### src/logic/flash_front_pkg.sv
// constants and types shared by the serial flash front end
// assumes a single 100 MHz system clock and a sampled link clock
package flash_front_pkg;
  localparam int          CLK_HZ          = 100_000_000;
  localparam int          BYTE_BITS       = 8;
  localparam int          PAGE_BYTES      = 256;
  localparam int          PAGES_PER_SECT  = 256;
  localparam int          SECTORS         = 32;
  localparam int          PP_MIN_BYTES    = 1;
  localparam int          PP_MAX_BYTES    = 256;
  localparam int          ADDR_BITS       = 21;
  localparam int          PAGE_OFS_LSB    = 0;
  localparam int          PAGE_IDX_LSB    = 8;
  localparam int          SECT_IDX_LSB    = 16;
  localparam int          BUF_DEPTH       = 2;
  localparam logic [7:0]  OUT_RESET_BYTE  = 8'hff;
  localparam logic [2:0]  PROTECT_RESET   = 3'h0;

  typedef enum logic [2:0] {
    ST_UNARMED = 3'b001,
    ST_STANDBY = 3'b010,
    ST_ACTIVE  = 3'b100
  } power_state_type;
endpackage : flash_front_pkg

### src/logic/byte_stream_if.sv
// valid/ready byte stream between the front end's own modules
// assumes both ends run on CLK_SYS
interface byte_stream_if;
  logic       valid;
  logic       ready;
  logic [7:0] data;
  modport source (output valid, output data, input ready);
  modport sink   (input valid, input data, output ready);
endinterface : byte_stream_if

### src/logic/byte_buffer.sv
// small valid/ready buffer on a byte stream
// assumes CLK_SYS domain on both sides
module byte_buffer
  import flash_front_pkg::*;
#(
  parameter int WIDTH = BYTE_BITS,
  parameter int DEPTH = BUF_DEPTH
) (
  input  wire logic  clk,     // system clock
  input  wire logic  rst,     // sync reset
  input  wire logic  flush,   // drop contents
  byte_stream_if.sink   in_s, // filling side
  byte_stream_if.source out_s // draining side
);
  initial if (DEPTH != 2 || WIDTH != 8) $error("byte_buffer supports 2 x 8 only");

  logic [WIDTH-1:0] mem_r [DEPTH];
  logic             wp_r;
  logic             rp_r;
  logic [1:0]       cnt_r;
  logic             push;
  logic             pop;

  assign in_s.ready  = (cnt_r != 2'h2);
  assign out_s.valid = (cnt_r != 2'h0);
  assign out_s.data  = mem_r[rp_r];
  assign push        = in_s.valid && in_s.ready;
  assign pop         = out_s.valid && out_s.ready;

  always_ff @(posedge clk) begin
    if (push) begin
      mem_r[wp_r] <= in_s.data;
    end
  end

  always_ff @(posedge clk) begin
    if (rst || flush) begin
      wp_r  <= 1'b0;
      rp_r  <= 1'b0;
      cnt_r <= 2'h0;
    end else begin
      if (push) begin
        wp_r <= ~wp_r;
      end
      if (pop) begin
        rp_r <= ~rp_r;
      end
      cnt_r <= cnt_r + {1'b0, push} - {1'b0, pop};
    end
  end
endmodule : byte_buffer

### src/logic/link_sampler.sv
// two-flop synchronisers for the link pins and edge detection of the link clock
// assumes all inputs are asynchronous to CLK_SYS
module link_sampler (
  input  wire logic clk,        // system clock
  input  wire logic rst,        // sync reset
  input  wire logic sck_pin,    // link clock pin
  input  wire logic sel_n_pin,  // select pin
  input  wire logic din_pin,    // data in pin
  input  wire logic pause_n_pin,// pause pin
  input  wire logic wprot_n_pin,// write protect pin
  output logic      sck_rise,   // link clock rising edge pulse
  output logic      sck_fall,   // link clock falling edge pulse
  output logic      sel_n,      // synced select
  output logic      sel_fall,   // select falling edge pulse
  output logic      din,        // synced data in
  output logic      pause_n,    // synced pause
  output logic      wprot_n     // synced write protect
);
  logic [4:0] meta_r;
  logic [4:0] sync_r;
  logic       sck_d_r;
  logic       sel_d_r;

  always_ff @(posedge clk) begin
    if (rst) begin
      meta_r  <= 5'h1a;
      sync_r  <= 5'h1a;
      sck_d_r <= 1'b0;
      sel_d_r <= 1'b1;
    end else begin
      meta_r  <= {wprot_n_pin, pause_n_pin, din_pin, sel_n_pin, sck_pin};
      sync_r  <= meta_r;
      sck_d_r <= sync_r[0];
      sel_d_r <= sync_r[1];
    end
  end

  assign sck_rise = sync_r[0] && !sck_d_r;
  assign sck_fall = !sync_r[0] && sck_d_r;
  assign sel_n    = sync_r[1];
  assign sel_fall = !sync_r[1] && sel_d_r;
  assign din      = sync_r[2];
  assign pause_n  = sync_r[3];
  assign wprot_n  = sync_r[4];
endmodule : link_sampler

### src/logic/flash_spi_front.sv
// serial flash link front end: select, power state, pause, shifting, geometry
// assumes link pins are asynchronous, sampled by CLK_SYS; the core behind
// the byte ports decodes instructions and runs program and erase cycles
//
// Function
// - the output bit changes after each falling edge of the link clock.
// - the input bit is sampled on each rising edge of the link clock.
// - while select is high the device is deselected and the output floats.
// - deselected with no internal cycle running, the device sits in standby once armed by a select falling edge.
// - select low makes the device selected and active.
// - no instruction is taken after power-up until a select falling edge.
// - pause suspends the transfer while selected, and it resumes afterwards.
// - while paused the output floats and data in and link clock are ignored.
// - write protect can lock the three protect size bits against change.
// - one page program takes between 1 and 256 data bytes.
// - the array has 32 sectors of 256 pages each.
// - each page holds 256 bytes at consecutive addresses.
// - a sector or the whole array can be erased, each by its own instruction.
module flash_spi_front
  import flash_front_pkg::*;
(
  input  wire logic        CLK_SYS,          // system clock, 100 MHz
  input  wire logic        RST,              // sync reset, active high
  input  wire logic        SCK,              // link clock pin
  input  wire logic        SEL_N,            // select pin, active low
  input  wire logic        DIN,              // serial data in pin
  input  wire logic        PAUSE_N,          // pause pin, active low
  input  wire logic        WPROT_N,          // write protect pin, active low
  output logic             DOUT_O,           // serial data out value
  output logic             DOUT_OE_N,        // data out enable, low drives
  output logic [7:0]       RX_DATA,          // received byte
  output logic             RX_VALID,         // received byte valid
  input  wire logic        RX_READY,         // core takes received byte
  output logic             RX_FIRST,         // received byte is first of frame
  input  wire logic [7:0]  TX_DATA,          // next byte to send
  input  wire logic        TX_LOAD,          // load TX_DATA for next byte
  output logic             TX_NEED,          // pulse: a byte boundary passed
  output logic             FRAME_END,        // pulse: select rose, frame ended
  output logic             FRAME_WHOLE,      // last frame had whole bytes
  input  wire logic        BUSY,             // core internal cycle running
  output logic             STANDBY,          // standby power state
  output logic             ACTIVE,           // active power state
  input  wire logic [2:0]  PROT_REQ,         // requested protect size bits
  input  wire logic        PROT_WR,          // core writes protect size bits
  input  wire logic        PROT_LOCK_EN,     // core lock bit enables pin lock
  output logic [2:0]       PROT_SIZE,        // protect_size_bit2..0
  input  wire logic [ADDR_BITS-1:0] ADDR_IN, // byte address to split
  output logic [4:0]       SECTOR_IDX,       // sector of ADDR_IN
  output logic [7:0]       PAGE_IDX,         // page within sector
  output logic [7:0]       PAGE_OFS,         // byte within page
  output logic [ADDR_BITS-1:0] PAGE_NEXT     // next address, wraps in page
);
  localparam int ARRAY_BYTES = SECTORS * PAGES_PER_SECT * PAGE_BYTES;
  initial if (ARRAY_BYTES != (1 << ADDR_BITS)) $error("geometry mismatch");
  initial if (PP_MAX_BYTES != PAGE_BYTES || PP_MIN_BYTES < 1) $error("page size");
  // field positions must follow the page and sector sizes
  initial if ((1 << PAGE_IDX_LSB) != PAGE_BYTES) $error("page field");
  initial if ((1 << (SECT_IDX_LSB - PAGE_IDX_LSB)) != PAGES_PER_SECT) $error("sector field");
  // the shifters and the side tags serve 8-bit bytes and a 2-entry buffer only
  initial if (BYTE_BITS != 8 || BUF_DEPTH != 2) $error("byte path size");

  logic sck_rise;
  logic sck_fall;
  logic sel_n;
  logic sel_fall;
  logic din;
  logic pause_n;
  logic wprot_n;

  link_sampler u_samp (
    .clk         (CLK_SYS),
    .rst         (RST),
    .sck_pin     (SCK),
    .sel_n_pin   (SEL_N),
    .din_pin     (DIN),
    .pause_n_pin (PAUSE_N),
    .wprot_n_pin (WPROT_N),
    .sck_rise    (sck_rise),
    .sck_fall    (sck_fall),
    .sel_n       (sel_n),
    .sel_fall    (sel_fall),
    .din         (din),
    .pause_n     (pause_n),
    .wprot_n     (wprot_n)
  );

  // address split; page offset wraps inside one page
  function automatic logic [ADDR_BITS-1:0] page_inc(input logic [ADDR_BITS-1:0] a);
    page_inc = {a[ADDR_BITS-1:PAGE_IDX_LSB], a[PAGE_IDX_LSB-1:0] + 8'h01};
  endfunction : page_inc

  power_state_type pstate_r;
  power_state_type pstate_nxt;
  logic            selected;
  logic            paused;
  logic            link_on;

  assign selected = !sel_n && (pstate_r != ST_UNARMED);
  assign paused   = selected && !pause_n;
  assign link_on  = selected && pause_n;

  // link clock edges that count; pause and deselect mask both
  logic shift_in;
  logic shift_out;

  assign shift_in  = link_on && sck_rise;
  assign shift_out = link_on && sck_fall;

  always_comb begin
    pstate_nxt = pstate_r;
    case (pstate_r)
      ST_UNARMED: begin
        if (sel_fall) begin
          pstate_nxt = ST_ACTIVE;
        end
      end
      ST_STANDBY: begin
        if (!sel_n) begin
          pstate_nxt = ST_ACTIVE;
        end
      end
      ST_ACTIVE: begin
        if (sel_n && !BUSY) begin
          pstate_nxt = ST_STANDBY;
        end
      end
      default: begin
        pstate_nxt = ST_UNARMED;
      end
    endcase
  end

  always_ff @(posedge CLK_SYS) begin
    if (RST) begin
      pstate_r <= ST_UNARMED;
      STANDBY  <= 1'b0;
      ACTIVE   <= 1'b0;
    end else begin
      pstate_r <= pstate_nxt;
      STANDBY  <= (pstate_nxt == ST_STANDBY);
      ACTIVE   <= (pstate_nxt == ST_ACTIVE);
    end
  end

  // receive shifter
  logic [2:0] bit_cnt_r;
  logic [7:0] rx_sh_r;
  logic       first_r;
  logic       byte_done;

  assign byte_done = shift_in && (bit_cnt_r == 3'h7);

  always_ff @(posedge CLK_SYS) begin
    if (RST || sel_n) begin
      bit_cnt_r <= 3'h0;
      rx_sh_r   <= 8'h00;
    end else if (shift_in) begin
      bit_cnt_r <= bit_cnt_r + 3'h1;
      rx_sh_r   <= {rx_sh_r[6:0], din};
    end
  end

  always_ff @(posedge CLK_SYS) begin
    if (RST || sel_n) begin
      first_r <= 1'b1;
    end else if (byte_done) begin
      first_r <= 1'b0;
    end
  end

  // byte buffer towards the core; first-of-frame flag rides in a side reg
  byte_stream_if rx_in ();
  byte_stream_if rx_out ();
  logic [1:0] first_tag_r;
  logic       first_wp_r;
  logic       first_rp_r;

  assign rx_in.valid  = byte_done;
  assign rx_in.data   = {rx_sh_r[6:0], din};
  assign rx_out.ready = RX_READY && RX_VALID;

  byte_buffer #(.WIDTH(BYTE_BITS), .DEPTH(BUF_DEPTH)) u_rxbuf (
    .clk   (CLK_SYS),
    .rst   (RST),
    .flush (1'b0),
    .in_s  (rx_in.sink),
    .out_s (rx_out.source)
  );

  always_ff @(posedge CLK_SYS) begin
    if (RST) begin
      first_tag_r <= 2'h0;
      first_wp_r  <= 1'b0;
      first_rp_r  <= 1'b0;
    end else begin
      if (rx_in.valid && rx_in.ready) begin
        first_tag_r[first_wp_r] <= first_r;
        first_wp_r              <= ~first_wp_r;
      end
      if (rx_out.valid && rx_out.ready) begin
        first_rp_r <= ~first_rp_r;
      end
    end
  end

  // registered output stage of the stream; a byte is dropped only if the
  // core stalls for two whole bytes
  always_ff @(posedge CLK_SYS) begin
    if (RST) begin
      RX_VALID <= 1'b0;
      RX_DATA  <= 8'h00;
      RX_FIRST <= 1'b0;
    end else if (!RX_VALID || RX_READY) begin
      RX_VALID <= rx_out.valid && !(RX_VALID && RX_READY);
      RX_DATA  <= rx_out.data;
      RX_FIRST <= first_tag_r[first_rp_r];
    end
  end

  // transmit shifter: next bit presented after each falling edge
  logic [7:0] tx_sh_r;
  logic [7:0] tx_hold_r;

  always_ff @(posedge CLK_SYS) begin
    if (RST) begin
      tx_hold_r <= OUT_RESET_BYTE;
    end else if (TX_LOAD) begin
      tx_hold_r <= TX_DATA;
    end
  end

  always_ff @(posedge CLK_SYS) begin
    if (RST || sel_n) begin
      tx_sh_r <= OUT_RESET_BYTE;
      DOUT_O  <= 1'b1;
    end else if (shift_out) begin
      if (bit_cnt_r == 3'h0) begin
        tx_sh_r <= {tx_hold_r[6:0], 1'b1};
        DOUT_O  <= tx_hold_r[7];
      end else begin
        tx_sh_r <= {tx_sh_r[6:0], 1'b1};
        DOUT_O  <= tx_sh_r[7];
      end
    end
  end

  always_ff @(posedge CLK_SYS) begin
    if (RST) begin
      DOUT_OE_N <= 1'b1;
    end else begin
      DOUT_OE_N <= !(selected && !paused);
    end
  end

  always_ff @(posedge CLK_SYS) begin
    if (RST) begin
      TX_NEED     <= 1'b0;
      FRAME_END   <= 1'b0;
      FRAME_WHOLE <= 1'b0;
    end else begin
      TX_NEED   <= byte_done;
      FRAME_END <= frame_closing;
      if (!sel_n) begin
        FRAME_WHOLE <= (bit_cnt_r == 3'h0);
      end
    end
  end

  // a frame closes once, in the cycle select is seen high after a whole byte
  logic frame_closing;
  assign frame_closing = sel_n && (pstate_r == ST_ACTIVE) && !first_r;

  // protect size bits, frozen when the pin lock is armed and the pin is low
  always_ff @(posedge CLK_SYS) begin
    if (RST) begin
      PROT_SIZE <= PROTECT_RESET;
    end else if (PROT_WR && !(PROT_LOCK_EN && !wprot_n)) begin
      PROT_SIZE <= PROT_REQ;
    end
  end

  always_ff @(posedge CLK_SYS) begin
    if (RST) begin
      SECTOR_IDX <= 5'h00;
      PAGE_IDX   <= 8'h00;
      PAGE_OFS   <= 8'h00;
      PAGE_NEXT  <= '0;
    end else begin
      SECTOR_IDX <= ADDR_IN[ADDR_BITS-1:SECT_IDX_LSB];
      PAGE_IDX   <= ADDR_IN[SECT_IDX_LSB-1:PAGE_IDX_LSB];
      PAGE_OFS   <= ADDR_IN[PAGE_IDX_LSB-1:PAGE_OFS_LSB];
      PAGE_NEXT  <= page_inc(ADDR_IN);
    end
  end
endmodule : flash_spi_front

### config.mk
export PLATFORM = sky130hd
export DESIGN_NAME = flash_spi_front
export DESIGN_NICKNAME = d
export VERILOG_FILES = /design/src/logic/flash_front_pkg.sv /design/src/logic/byte_stream_if.sv /design/src/logic/byte_buffer.sv /design/src/logic/link_sampler.sv /design/src/logic/flash_spi_front.sv
export SDC_FILE = /design/constraint.sdc
export NUM_CORES = 1
export LEC_CHECK = 0
export BUFFER_PORTS_ARGS = -buffer_cell sky130_fd_sc_hd__buf_4
export CAP_MARGIN = 5
export CORE_UTILIZATION = 50
export CTS_BUF_LIST = sky130_fd_sc_hd__clkbuf_4 sky130_fd_sc_hd__clkbuf_8
export CTS_CLUSTER_DIAMETER = 50
export DETAILED_ROUTE_END_ITERATION = 8
export GPL_ROUTABILITY_DRIVEN = 0
export GPL_TIMING_DRIVEN = 0
export PLACE_DENSITY_LB_ADDON = 0.3
export REMOVE_ABC_BUFFERS = 1
export SETUP_SLACK_MARGIN = 0.4
export SYNTH_ARGS = -nofsm -noshare
export SYNTH_HDL_FRONTEND = slang
export SYNTH_SLANG_ARGS = --single-unit
### constraint.sdc
create_clock -name CLK_SYS -period 3.55 [get_ports CLK_SYS]
set_input_delay 0.71 -clock CLK_SYS [delete_from_list [all_inputs] [get_ports CLK_SYS]]
set_output_delay 0.71 -clock CLK_SYS [all_outputs]
set_load 0.03 [all_outputs]
==> results of run 1 <==
## metrics by stage
| step | cell area [um^2] | hold slack [ns] | std cells | power (mW) |
|---|---|---|---|---|
| global route | 5280 | 0.420 | 574 | 2.98 |
| CTS | 5280 | 0.408 | 574 | 2.90 |
| floorplan | 3920 | 0.389 | 335 | 1.49 |
| finish | 5280 | 0.400 | 574 | 2.87 |
| detailed placement | 4840 | 0.397 | 542 | 1.60 |
| global placement | 4840 | 0.391 | 542 | 1.60 |
## cells in the mapped netlist, types with 5 or more instances
library cell	instances	share of area [%]
ha_1	6	1.8
a21oi_1	5	0.61
or2_2	6	0.92
a211oi_1	10	1.8
inv_1	12	1.1
nand2_1	19	1.7
edfxtp_1	16	12
clkbuf_1	14	1.3
nor2b_1	28	4.3
xnor2_1	8	1.7
buf_4	13	2.4
nor2_1	43	3.9
dfxtp_1	98	48
mux2i_1	37	9.0
xor2_1	5	1.1
o211ai_1	10	1.8
## layer usage
layer	up-vias	global-route usage (%)
li1	1410	-
met1	1260	21.6
met2	94	29.0
met3	6	5.75
met4	0	7.03
met5	-	0
## state kept, by name (all words and copies together), names as in the netlist, 2 cells and up
| name | flops |
|---|---|
| PROT_SIZE | 3 |
| first_tag_r | 2 |
| RX_DATA | 8 |
| PAGE_IDX | 7 |
| PAGE_NEXT | 9 |
| tx_sh_r | 7 |
| bit_cnt_r | 3 |
| pstate_r | 3 |
| SECTOR_IDX | 5 |
| u_samp.sync_r | 5 |
| u_rxbuf.mem_r | 16 |
| tx_hold_r | 8 |
| PAGE_OFS | 8 |
| u_rxbuf.cnt_r | 2 |
| rx_sh_r | 7 |
| u_samp.meta_r | 5 |
## path summary, 6_finish.rpt
path	startpoint	endpoint	slack, ns
min	u_samp.meta_r[1]	u_samp.sync_r[1]	0.40
max reg2reg	pstate_r[0]	u_rxbuf.cnt_r[1]	1.46
min reg2reg	u_samp.meta_r[1]	u_samp.sync_r[1]	0.40
max	pstate_r[0]	u_rxbuf.cnt_r[1]	1.46
## critical path, delay by kind of cell, from the launching register on
family,cells,cell delay (ns)
and+or+nand+nor,2,0.61
DFF,1,0.46
xor gates and xnor gates,2,0.32
AOI/OAI and AO/OA,1,0.25
adders and majority gates,1,0.22
buffers and inverters,1,0.08
## where the power goes
part / total, mW / internal, mW / switching, mW
Combinational: 0.215 / 0.0960 / 0.119
Sequential: 1.36 / 1.34 / 0.0163
Clock: 1.30 / 0.822 / 0.478
Total: 2.87 / 2.26 / 0.613
## cell type report
class / instances / area (um^2) / share of cell area [%]
Multi-Input combinational cell: 209 / 1440 / 27.2
Clock inverter: 10 / 156 / 2.96
Timing Repair Buffer: 105 / 788 / 14.9
Clock buffer: 22 / 284 / 5.38
Inverter: 12 / 45.0 / 0.853
Tap cell: 102 / 128 / 2.42
Sequential cell: 114 / 2440 / 46.3
## cell families after synthesis
group,after synthesis,synth area share (%)
and+or+nand+nor,119,15.1
AOI/OAI and AO/OA,34,6.27
adders and majority gates,6,1.83
muxes,37,9.05
DFF,114,59.7
xor gates and xnor gates,13,2.78
buffers and inverters,42,5.26
==> impl_summary.log, run 1 <==
INFO  metric cts_num_sinks = between 100 and 150
INFO  metric holdBufCountCts = 0
INFO  metric timing.setup.critical_path_class = reg -> reg
INFO  metric setup.worst_path.start_class = flop
INFO  metric fmaxAchievable = 0.478 GHz
INFO  metric crit_fanout = 9
INFO  metric critical_path.most_common_cell = xnor2_1
INFO  metric grt_setup_unrepaired = false
INFO  metric num-nets-final = between 500 and 600
INFO  metric initial_utilization = ~52%
INFO  metric crit_chain = or3b_1 > o2111ai_4 > inv_1 > ha_1 > xnor2_1 > xnor2_1 > nor2_1
INFO  metric area_growth_syn_to_layout = 29.0%
INFO  metric clk_lat_worst_skew = 0.41 ns
INFO  metric cts_resized = 0
INFO  metric holdCritPathClass = reg -> reg
INFO  metric grt_antenna_before_repair = 0
INFO  metric pin_count = between 100 and 150
INFO  metric pin_count_of_the_biggest_net_entering_global_routing = 64
INFO  metric cts_buffer_count = 17
INFO  metric max_rail_drop_vdd = roughly 350 uV
INFO  metric report.final.slew_viol_count = 0
INFO  metric grt.overflow.total = 0
INFO  metric met1_layer_wirelength_in_the_final_routing = ~3300 um
INFO  metric synth_warnings = 0
INFO  metric met3_wirelength = between 400 and 500 um
INFO  metric die_height = roughly 92 um
INFO  metric synth_cell_types = 42
INFO  metric postCtsSetupBuffers = 0
INFO  metric grt_pass1_vias = about 2500
INFO  metric timing.slew.headroom = ~55%
INFO  metric highest_metal_layer_with_signal_wires = met4
INFO  metric first_iteration_detailed_routing_drc_count = 48
INFO  metric finish.utilization = roughly two thirds
INFO  metric worst_setup_path_end_kind = flop
INFO  metric timing_worst_slew_pin_value = 0.679 ns
INFO  metric clk_path_buf_depth = 2
INFO  metric buffer_ports.inserted = around 110
INFO  metric wire_length_of_the_first_global_routing_pass = around 12000 um
INFO  metric worst_ep_arrival_time = 2.36 ns
INFO  metric min_period_over_period = about three fifths
INFO  metric layout.cells.most_common = buf_4
INFO  metric floorplan.die_area = roughly 8600 um^2
INFO  metric drv.max_cap_violation_count = 0
INFO  metric antenna_violating_nets_post_route = 0
INFO  metric avgSynthCellArea = 11.2 um^2
INFO  metric wl_met2 = between 3000 and 4000 um
INFO  metric synth_seq_cells = 114
INFO  metric cellLeakagePower = roughly 2.4 nW
INFO  metric htreeDepth = 4
INFO  metric synth_seq_area_share = 59.7%
INFO  metric clk_pin_slew = 0.07 ns
INFO  metric post_synthesis_instance_area = ~4100 um^2
INFO  metric dieWidth = between 90 and 100 um
INFO  metric hpwl = 4830 um
INFO  metric critical_path.slowest_cell = or3b_1
INFO  metric place_worst_setup_slack = about 1.3 ns
INFO  metric timing_hold_violations_final = 0
INFO  metric yosys_most_used_dff = dfxtp_1
INFO  metric cellPowerDensity = between 500 and 600 nW/um^2
INFO  metric std_cell_rows = 32
INFO  metric fillerInstances = 579
INFO  metric required = approximately 3.8 ns
INFO  metric slowest_stage_delay_cp = 0.56 ns
INFO  metric clk_root_buffer_cell = clkbuf_8
INFO  metric setup_total_negative_slack = 0 ns
INFO  metric post_route_cells_drive_above_1_share = 31.6%
INFO  metric drt_wl_total = just over 7000 um
INFO  metric timing.hold.worst_path_depth = 1
INFO  metric globalRouteTotalUtil = between 10% and 20%
INFO  metric outcome = finished clean
INFO  metric skew = roughly 0.015 ns
INFO  metric post-route-min-period = approximately 2.1 ns
INFO  metric wl_per_cell = ~12 um
INFO  metric mostFrequentLayoutCells = buf_4 (105), dfxtp_1 (98), nor2_1 (43)
INFO  metric detail_route.first_pass.iterations = 4
INFO  metric synthArstFlopShare = 0%
INFO  metric drcViolationCount = 0
INFO  metric tritoncts = yes
INFO  metric timing.final.ws_setup = 1.46 ns
INFO  metric antenna_cells_inserted = 0
INFO  metric r2r.worst_path.cells = 7
INFO  metric routed_vias = between 2000 and 3000
INFO  metric synth_enable_flop_cells = 16
INFO  metric postSynthCellCount = 365
INFO  metric floorplan.core_area = between 7000 and 8000 um^2
INFO  metric setup_viol = 0
INFO  metric number_of_vias_per_cell_after_detailed_routing = 4.83
Note: power is estimated with default switching activity, not from simulation.
==> inputs of run 2 (changes only) <==
- clock period: 3.55 -> 2.08 ns (I/O delays scaled with it)
==> impl_summary.log, run 2 (synthesized netlist as in run 1, its figures left out) <==
INFO  metric outcome = finished clean
INFO  metric layout.cells.most_common = buf_4
INFO  metric reg.largest.list = u_rxbuf.mem_r (16), PAGE_NEXT (9)
INFO  metric holdBufCountCts = 0
INFO  metric timing.setup.critical_path_class = reg -> reg
INFO  metric largest_register_ff_count = 16
INFO  metric reg2reg_setup_slack = ~0.44 ns
INFO  metric crit_fanout = 5
INFO  metric fmaxAchievable = 0.608 GHz
INFO  metric initial_utilization = between 50% and 60%
INFO  metric multi_input_area = 1480 um^2
INFO  metric post_dp_cell_area = roughly 4800 um^2
INFO  metric whs_endpoint = u_samp.meta_r[3]
INFO  metric detail_route.first_pass.iterations = 4
INFO  metric worst_ep_arrival_time = roughly 1.9 ns
INFO  metric regArea = between 2000 and 2500 um^2
INFO  metric pin_count = 106
INFO  metric max_rail_drop_vdd = around 600 uV
INFO  metric hpwl = 4830 um
INFO  metric min_from = PAUSE_N
INFO  metric grt_setup_unrepaired = true
INFO  metric clk_root_buffer_cell = clkbuf_8
INFO  metric skew = roughly 0.012 ns
INFO  metric setup_total_negative_slack = 0 ns
INFO  metric grt_antenna_before_repair = 0
INFO  metric cellPowerDensity = ~900 nW/um^2
INFO  metric num-nets-final = 520
INFO  metric routed_vias = around 2800
INFO  metric buffer_ports.inserted = 105
INFO  metric required = around 2.3 ns
INFO  metric cts_buffer_count = 17
INFO  metric tritoncts = yes
INFO  metric die_height = a little over 90 um
INFO  metric timing.slew.headroom = between 50% and 60%
INFO  metric wire_length_of_the_first_global_routing_pass = between 10000 and 15000 um
INFO  metric pin_count_of_the_biggest_net_entering_global_routing = 64
INFO  metric timing_worst_slew_pin_value = roughly 0.63 ns
INFO  metric drv.max_cap_violation_count = 0
INFO  metric area_growth_syn_to_layout = 32.5%
INFO  metric floorplan.core_area = 7810 um^2
INFO  metric min_period_over_period = 79.1%
INFO  metric antenna_cells_inserted = 0
INFO  metric timing.hold.worst_path_depth = 2
INFO  metric post-route-min-period = ~1.6 ns
INFO  metric drcViolationCount = 0
INFO  metric largest_register_by_flop_count = u_rxbuf.mem_r
INFO  metric fillerInstances = ~570
INFO  metric clk_pin_slew = around 0.07 ns
INFO  metric mostFrequentLayoutCells = buf_4 (116), dfxtp_1 (92), nor2_1 (40)
INFO  metric clk_path_buf_depth = 2
INFO  metric drt_wl_total = between 7000 and 8000 um
INFO  metric number_of_vias_per_cell_after_detailed_routing = about 4.8
INFO  metric worst_setup_path_end_kind = flop
INFO  metric crit-reg2reg-launch = pstate_r[1]
INFO  metric setup.worst_path.start_class = flop
INFO  metric clk_lat_worst_skew = about 0.4 ns
INFO  metric design_area = 5420 um^2
INFO  metric floorplan.die_area = ~8600 um^2
INFO  metric grt.overflow.total = 0
INFO  metric wl_per_cell = about 13 um
INFO  metric antenna_violating_nets_post_route = 0
INFO  metric cellLeakagePower = roughly 2.4 nW
INFO  metric first_iteration_detailed_routing_drc_count = slightly above 70
INFO  metric std_cell_rows = 32
INFO  metric report.final.slew_viol_count = 0
INFO  metric globalRouteTotalUtil = 18.2%
INFO  metric timing_hold_violations_final = 0
INFO  metric post_route_cells_drive_above_1_share = 36.0%
INFO  metric setup_viol = 0
INFO  metric dieWidth = about 90 um
INFO  metric grt_pass1_vias = between 2000 and 3000
INFO  metric holdCritPathClass = in -> reg
INFO  metric r2r.worst_path.cells = 7
INFO  metric htreeDepth = 4
INFO  metric cts_num_sinks = approximately 110
INFO  metric regToRegEndpoint = u_rxbuf.cnt_r[1]
## run 2: changes by cell type in the layout (fill, tap and decap cells not counted), sizes merged
| cell | previous run | this run |
|---|---|---|
| buf | 105 | 116 |
## run 2: worst max-delay path by stage
stage,start,endpoint,slack [ns],cells after the start
final,pstate_r[1],u_rxbuf.cnt_r[1],0.44,7
after global routing,pstate_r[1],u_rxbuf.cnt_r[1],0.36,7
after CTS,pstate_r[1],u_rxbuf.cnt_r[1],0.40,7
after global placement,pstate_r[0],u_rxbuf.cnt_r[1],0.11,7
after floorplan,pstate_r[0],u_rxbuf.cnt_r[1],0.26,7
after detailed placement,pstate_r[1],u_rxbuf.mem_r[0][4],0.004,3
## run 2: layout make-up
| cell class | count | area share (%) |
|---|---|---|
| Clock buffer | 22 | 5.24 |
| Clock inverter | 10 | 2.88 |
| Inverter | 12 | 0.831 |
| Multi-Input combinational cell | 209 | 27.3 |
| Sequential cell | 114 | 45.4 |
| Tap cell | 102 | 2.35 |
| Timing Repair Buffer | 116 | 16.1 |
## run 2: what timing repair did
| action | 4_1_cts | 5_1_grt |
|---|---|---|
| hold endpoints to repair | 0 | 0 |
| pin swaps | 5 | 5 |
| setup endpoints to repair | 18 | 19 |
| gates resized for setup | 13 | 8 |
| buffers inserted | 8 | 3 |
## run 2: power by group
group / total, mW / switching (mW) / leakage (nW) / internal, mW
Combinational: 0.371 / 0.204 / 1.22 / 0.167
Clock: 2.22 / 0.816 / 0.227 / 1.40
Sequential: 2.31 / 0.0274 / 0.956 / 2.28
Total: 4.90 / 1.05 / 2.40 / 3.85
## run 2: layer usage
| metal | global-route usage, % | vias up | wire length, um |
|---|---|---|---|
| met5 | 0 | - | 0 |
| met4 | 7.03 | 0 | 70 |
| met3 | 5.75 | 5 | 448 |
| met2 | 30.3 | 97 | 3510 |
| met1 | 21.9 | 1267 | 3340 |
| li1 | - | 1429 | - |
## run 2: through the flow
stage	hold WS, ns	total power, mW	cells	setup slack [ns]	utilization (%)
floorplan	0.389	2.54	335	0.256	-
global placement	0.391	2.72	542	0.115	62.0
detailed placement	0.397	2.73	542	0.00440	62.0
CTS	0.182	4.95	582	0.400	68.8
global route	0.186	5.09	585	0.359	69.5
finish	0.206	4.90	585	0.435	69.5
## run 2: worst max-delay path: stages (launching register included)
cell,delay [ns]
dfxtp_4,0.35
or3b_4,0.42
o2111ai_4,0.11
inv_1,0.08
ha_2,0.20
xnor2_2,0.13
xnor2_1,0.15
nor2_1,0.05
==> inputs of run 3 (changes only) <==
- CORE_UTILIZATION: 50 -> 49
- clock period: 2.08 -> 1.4 ns (I/O delays scaled with it)
==> impl_summary.log, run 3 (synthesized netlist as in run 1, its figures left out) <==
INFO  metric timing_hold_violations_final = 0
INFO  metric die_height = ~93 um
INFO  metric crit_fanout = 6
INFO  metric post-place-cells = between 500 and 600
INFO  metric floorplan.die_area = around 8700 um^2
INFO  metric reg.largest.list = u_rxbuf.mem_r (16), PAGE_NEXT (9)
INFO  metric holdCritPathClass = in -> reg
INFO  metric grt_pass1_vias = between 2000 and 3000
INFO  metric grt_setup_unrepaired = true
INFO  metric buffers_plus_inverters_on_the_worst_setup_path = 1
INFO  metric comb_power_share = 8.9%
INFO  metric drv.max_cap_violation_count = 0
INFO  metric setup.worst_path.start_class = flop
INFO  metric power.switching = 1.67 mW
INFO  metric post-route-min-period = about 1.6 ns
INFO  metric timing_worst_slew_pin_value = around 0.5 ns
INFO  metric required = 1.68 ns
INFO  metric first_iteration_detailed_routing_drc_count = 86
INFO  metric timing.setup.critical_path_class = reg -> reg
INFO  metric timing.critical_path.max_delay_family = simple AND/OR/NAND/NOR gates
INFO  metric clk_pin_slew = roughly 0.060 ns
INFO  metric tritoncts = yes
INFO  metric power.total = between 7 and 8 mW
INFO  metric wl_per_cell = around 16 um
INFO  metric initial_utilization = between 50 and 60%
INFO  metric htreeDepth = 4
INFO  metric number_of_vias_per_cell_after_detailed_routing = 5.05
INFO  metric dieWidth = just over 90 um
INFO  metric power_frac_clock = a little under half
INFO  metric timing.final.ws_setup = -0.237 ns
INFO  metric antenna_violating_nets_post_route = 0
INFO  metric final.hold.worst_slack = ~0.047 ns
INFO  metric grt.overflow.total = 0
INFO  metric critical_path.slowest_cell = or3b_4
INFO  metric fillerInstances = 464
INFO  metric area_growth_syn_to_layout = 54.1%
INFO  metric detail_route.first_pass.iterations = 4
INFO  metric report.final.slew_viol_count = 0
INFO  metric cts_num_sinks = ~110
INFO  metric holdBufCountCts = 0
INFO  metric buffer_ports.inserted = ~110
INFO  metric crit_chain = or3b_4 > o2111ai_4 > inv_2 > ha_4 > xnor2_2 > xnor2_1 > nor2_1
INFO  metric timing.slew.headroom = between 60% and 70%
INFO  metric place_worst_setup_slack = -0.690 ns
INFO  metric hpwl = between 4000 and 5000 um
INFO  metric pin_count = 106
INFO  metric slowest_stage_delay_cp = ~0.43 ns
INFO  metric power_report.internal_total = just under 6 mW
INFO  metric grt_antenna_before_repair = 0
INFO  metric cellPowerDensity = 1210 nW/um^2
INFO  metric power.switching_fraction = between 20% and 30%
INFO  metric largest_register_ff_count = 16
INFO  metric antenna_cells_inserted = 0
INFO  metric pin_count_of_the_biggest_net_entering_global_routing = between 60 and 70
INFO  metric outcome = complete, but fails checks
INFO  metric routed_vias = around 3100
INFO  metric wire_length_of_the_first_global_routing_pass = between 10000 and 15000 um
INFO  metric largest_register_by_flop_count = u_rxbuf.mem_r
INFO  metric clk_lat_worst_skew = 0.42 ns
INFO  metric max_rail_drop_vdd = 712 uV
INFO  metric std_cell_rows = 32
INFO  metric layout.cells.most_common = buf_6
INFO  metric finish.utilization = 80.0%
INFO  metric drt_wl_total = between 9000 and 10000 um
INFO  metric sequentialPowerShare = between 40% and 50%
INFO  metric cts_buffer_count = 17
INFO  metric cellLeakagePower = between 2 and 3 nW
INFO  metric drcViolationCount = 0
INFO  metric skew = ~0.012 ns
INFO  metric num-nets-final = around 550
INFO  metric mostFrequentLayoutCells = buf_6 (75), buf_4 (67), dfxtp_2 (50)
INFO  metric post_route_cells_drive_above_1_share = between 50% and 60%
INFO  metric final_cells = between 600 and 700
INFO  metric clk_root_buffer_cell = clkbuf_8
INFO  metric fmaxAchievable = ~0.6 GHz
INFO  metric worst_setup_path_end_kind = flop
INFO  metric floorplan.core_area = around 8000 um^2
INFO  metric globalRouteTotalUtil = 21.3%
INFO  metric failed_checks = setup timing
INFO  metric clk_path_buf_depth = 2
INFO  metric worst_ep_arrival_time = roughly 1.9 ns
INFO  metric setup_viol = 40
INFO  metric min_period_over_period = 117%
-- run 3: power by group through the flow --
| stage | Clock [mW] | Sequential (mW) | Combinational (mW) |
|---|---|---|---|
| 2_1_floorplan | 0 | 3.67 | 0.112 |
| 3_3_place_gp | 0 | 3.51 | 0.540 |
| 3_5_place_dp | 0 | 3.51 | 0.545 |
| 4_1_cts | 3.51 | 3.45 | 0.636 |
| 5_1_grt | 3.74 | 3.46 | 0.719 |
| 6_report | 3.48 | 3.46 | 0.676 |
-- run 3: final timing paths --
path                            slack, ns        startpoint               end  depth (start not counted)
worst min-delay path                 0.05           PAUSE_N  u_samp.meta_r[3]                          2
worst min register to register       0.41  u_samp.meta_r[4]  u_samp.sync_r[4]                          1
worst max register to register      -0.24       pstate_r[2]  u_rxbuf.cnt_r[1]                          7
worst max-delay path                -0.24       pstate_r[2]  u_rxbuf.cnt_r[1]                          7
-- run 3: per-stage QoR --
step	setup TNS, ns	cell area, um^2
global route	-8.08	6310
CTS	-3.39	6050
floorplan	-6.24	3920
finish	-6.10	6310
detailed placement	-18.41	4840
global placement	-16.44	4840
-- run 3: what timing repair did --
action / 4_1_cts / 5_1_grt
setup buffers: 25 / 14
gates cloned: 1 / 3
pin swaps: 19 / 14
gates resized for setup: 183 / 20
setup endpoints to repair: 128 / 126
-- run 3: final cells by class --
class	count	area [um^2]	share of cell area (%)
Clock buffer	21	270	4.28
Multi-Input combinational cell	213	1770	28.0
Timing Repair Buffer	144	1380	21.9
Sequential cell	114	2530	40.1
Clock inverter	11	185	2.94
Tap cell	102	128	2.02
Inverter	12	45.0	0.714
-- run 3: layer usage --
metal / up-vias / global-route usage [%] / share of wire [%] / wire (um)
li1: 1493 / - / - / -
met1: 1472 / 24.0 / 39 / 3760
met2: 135 / 37.1 / 53 / 5100
met3: 18 / 5.12 / 6.3 / 610
met4: 0 / 11.0 / 1.8 / 174
met5: - / 0 / 0 / 0
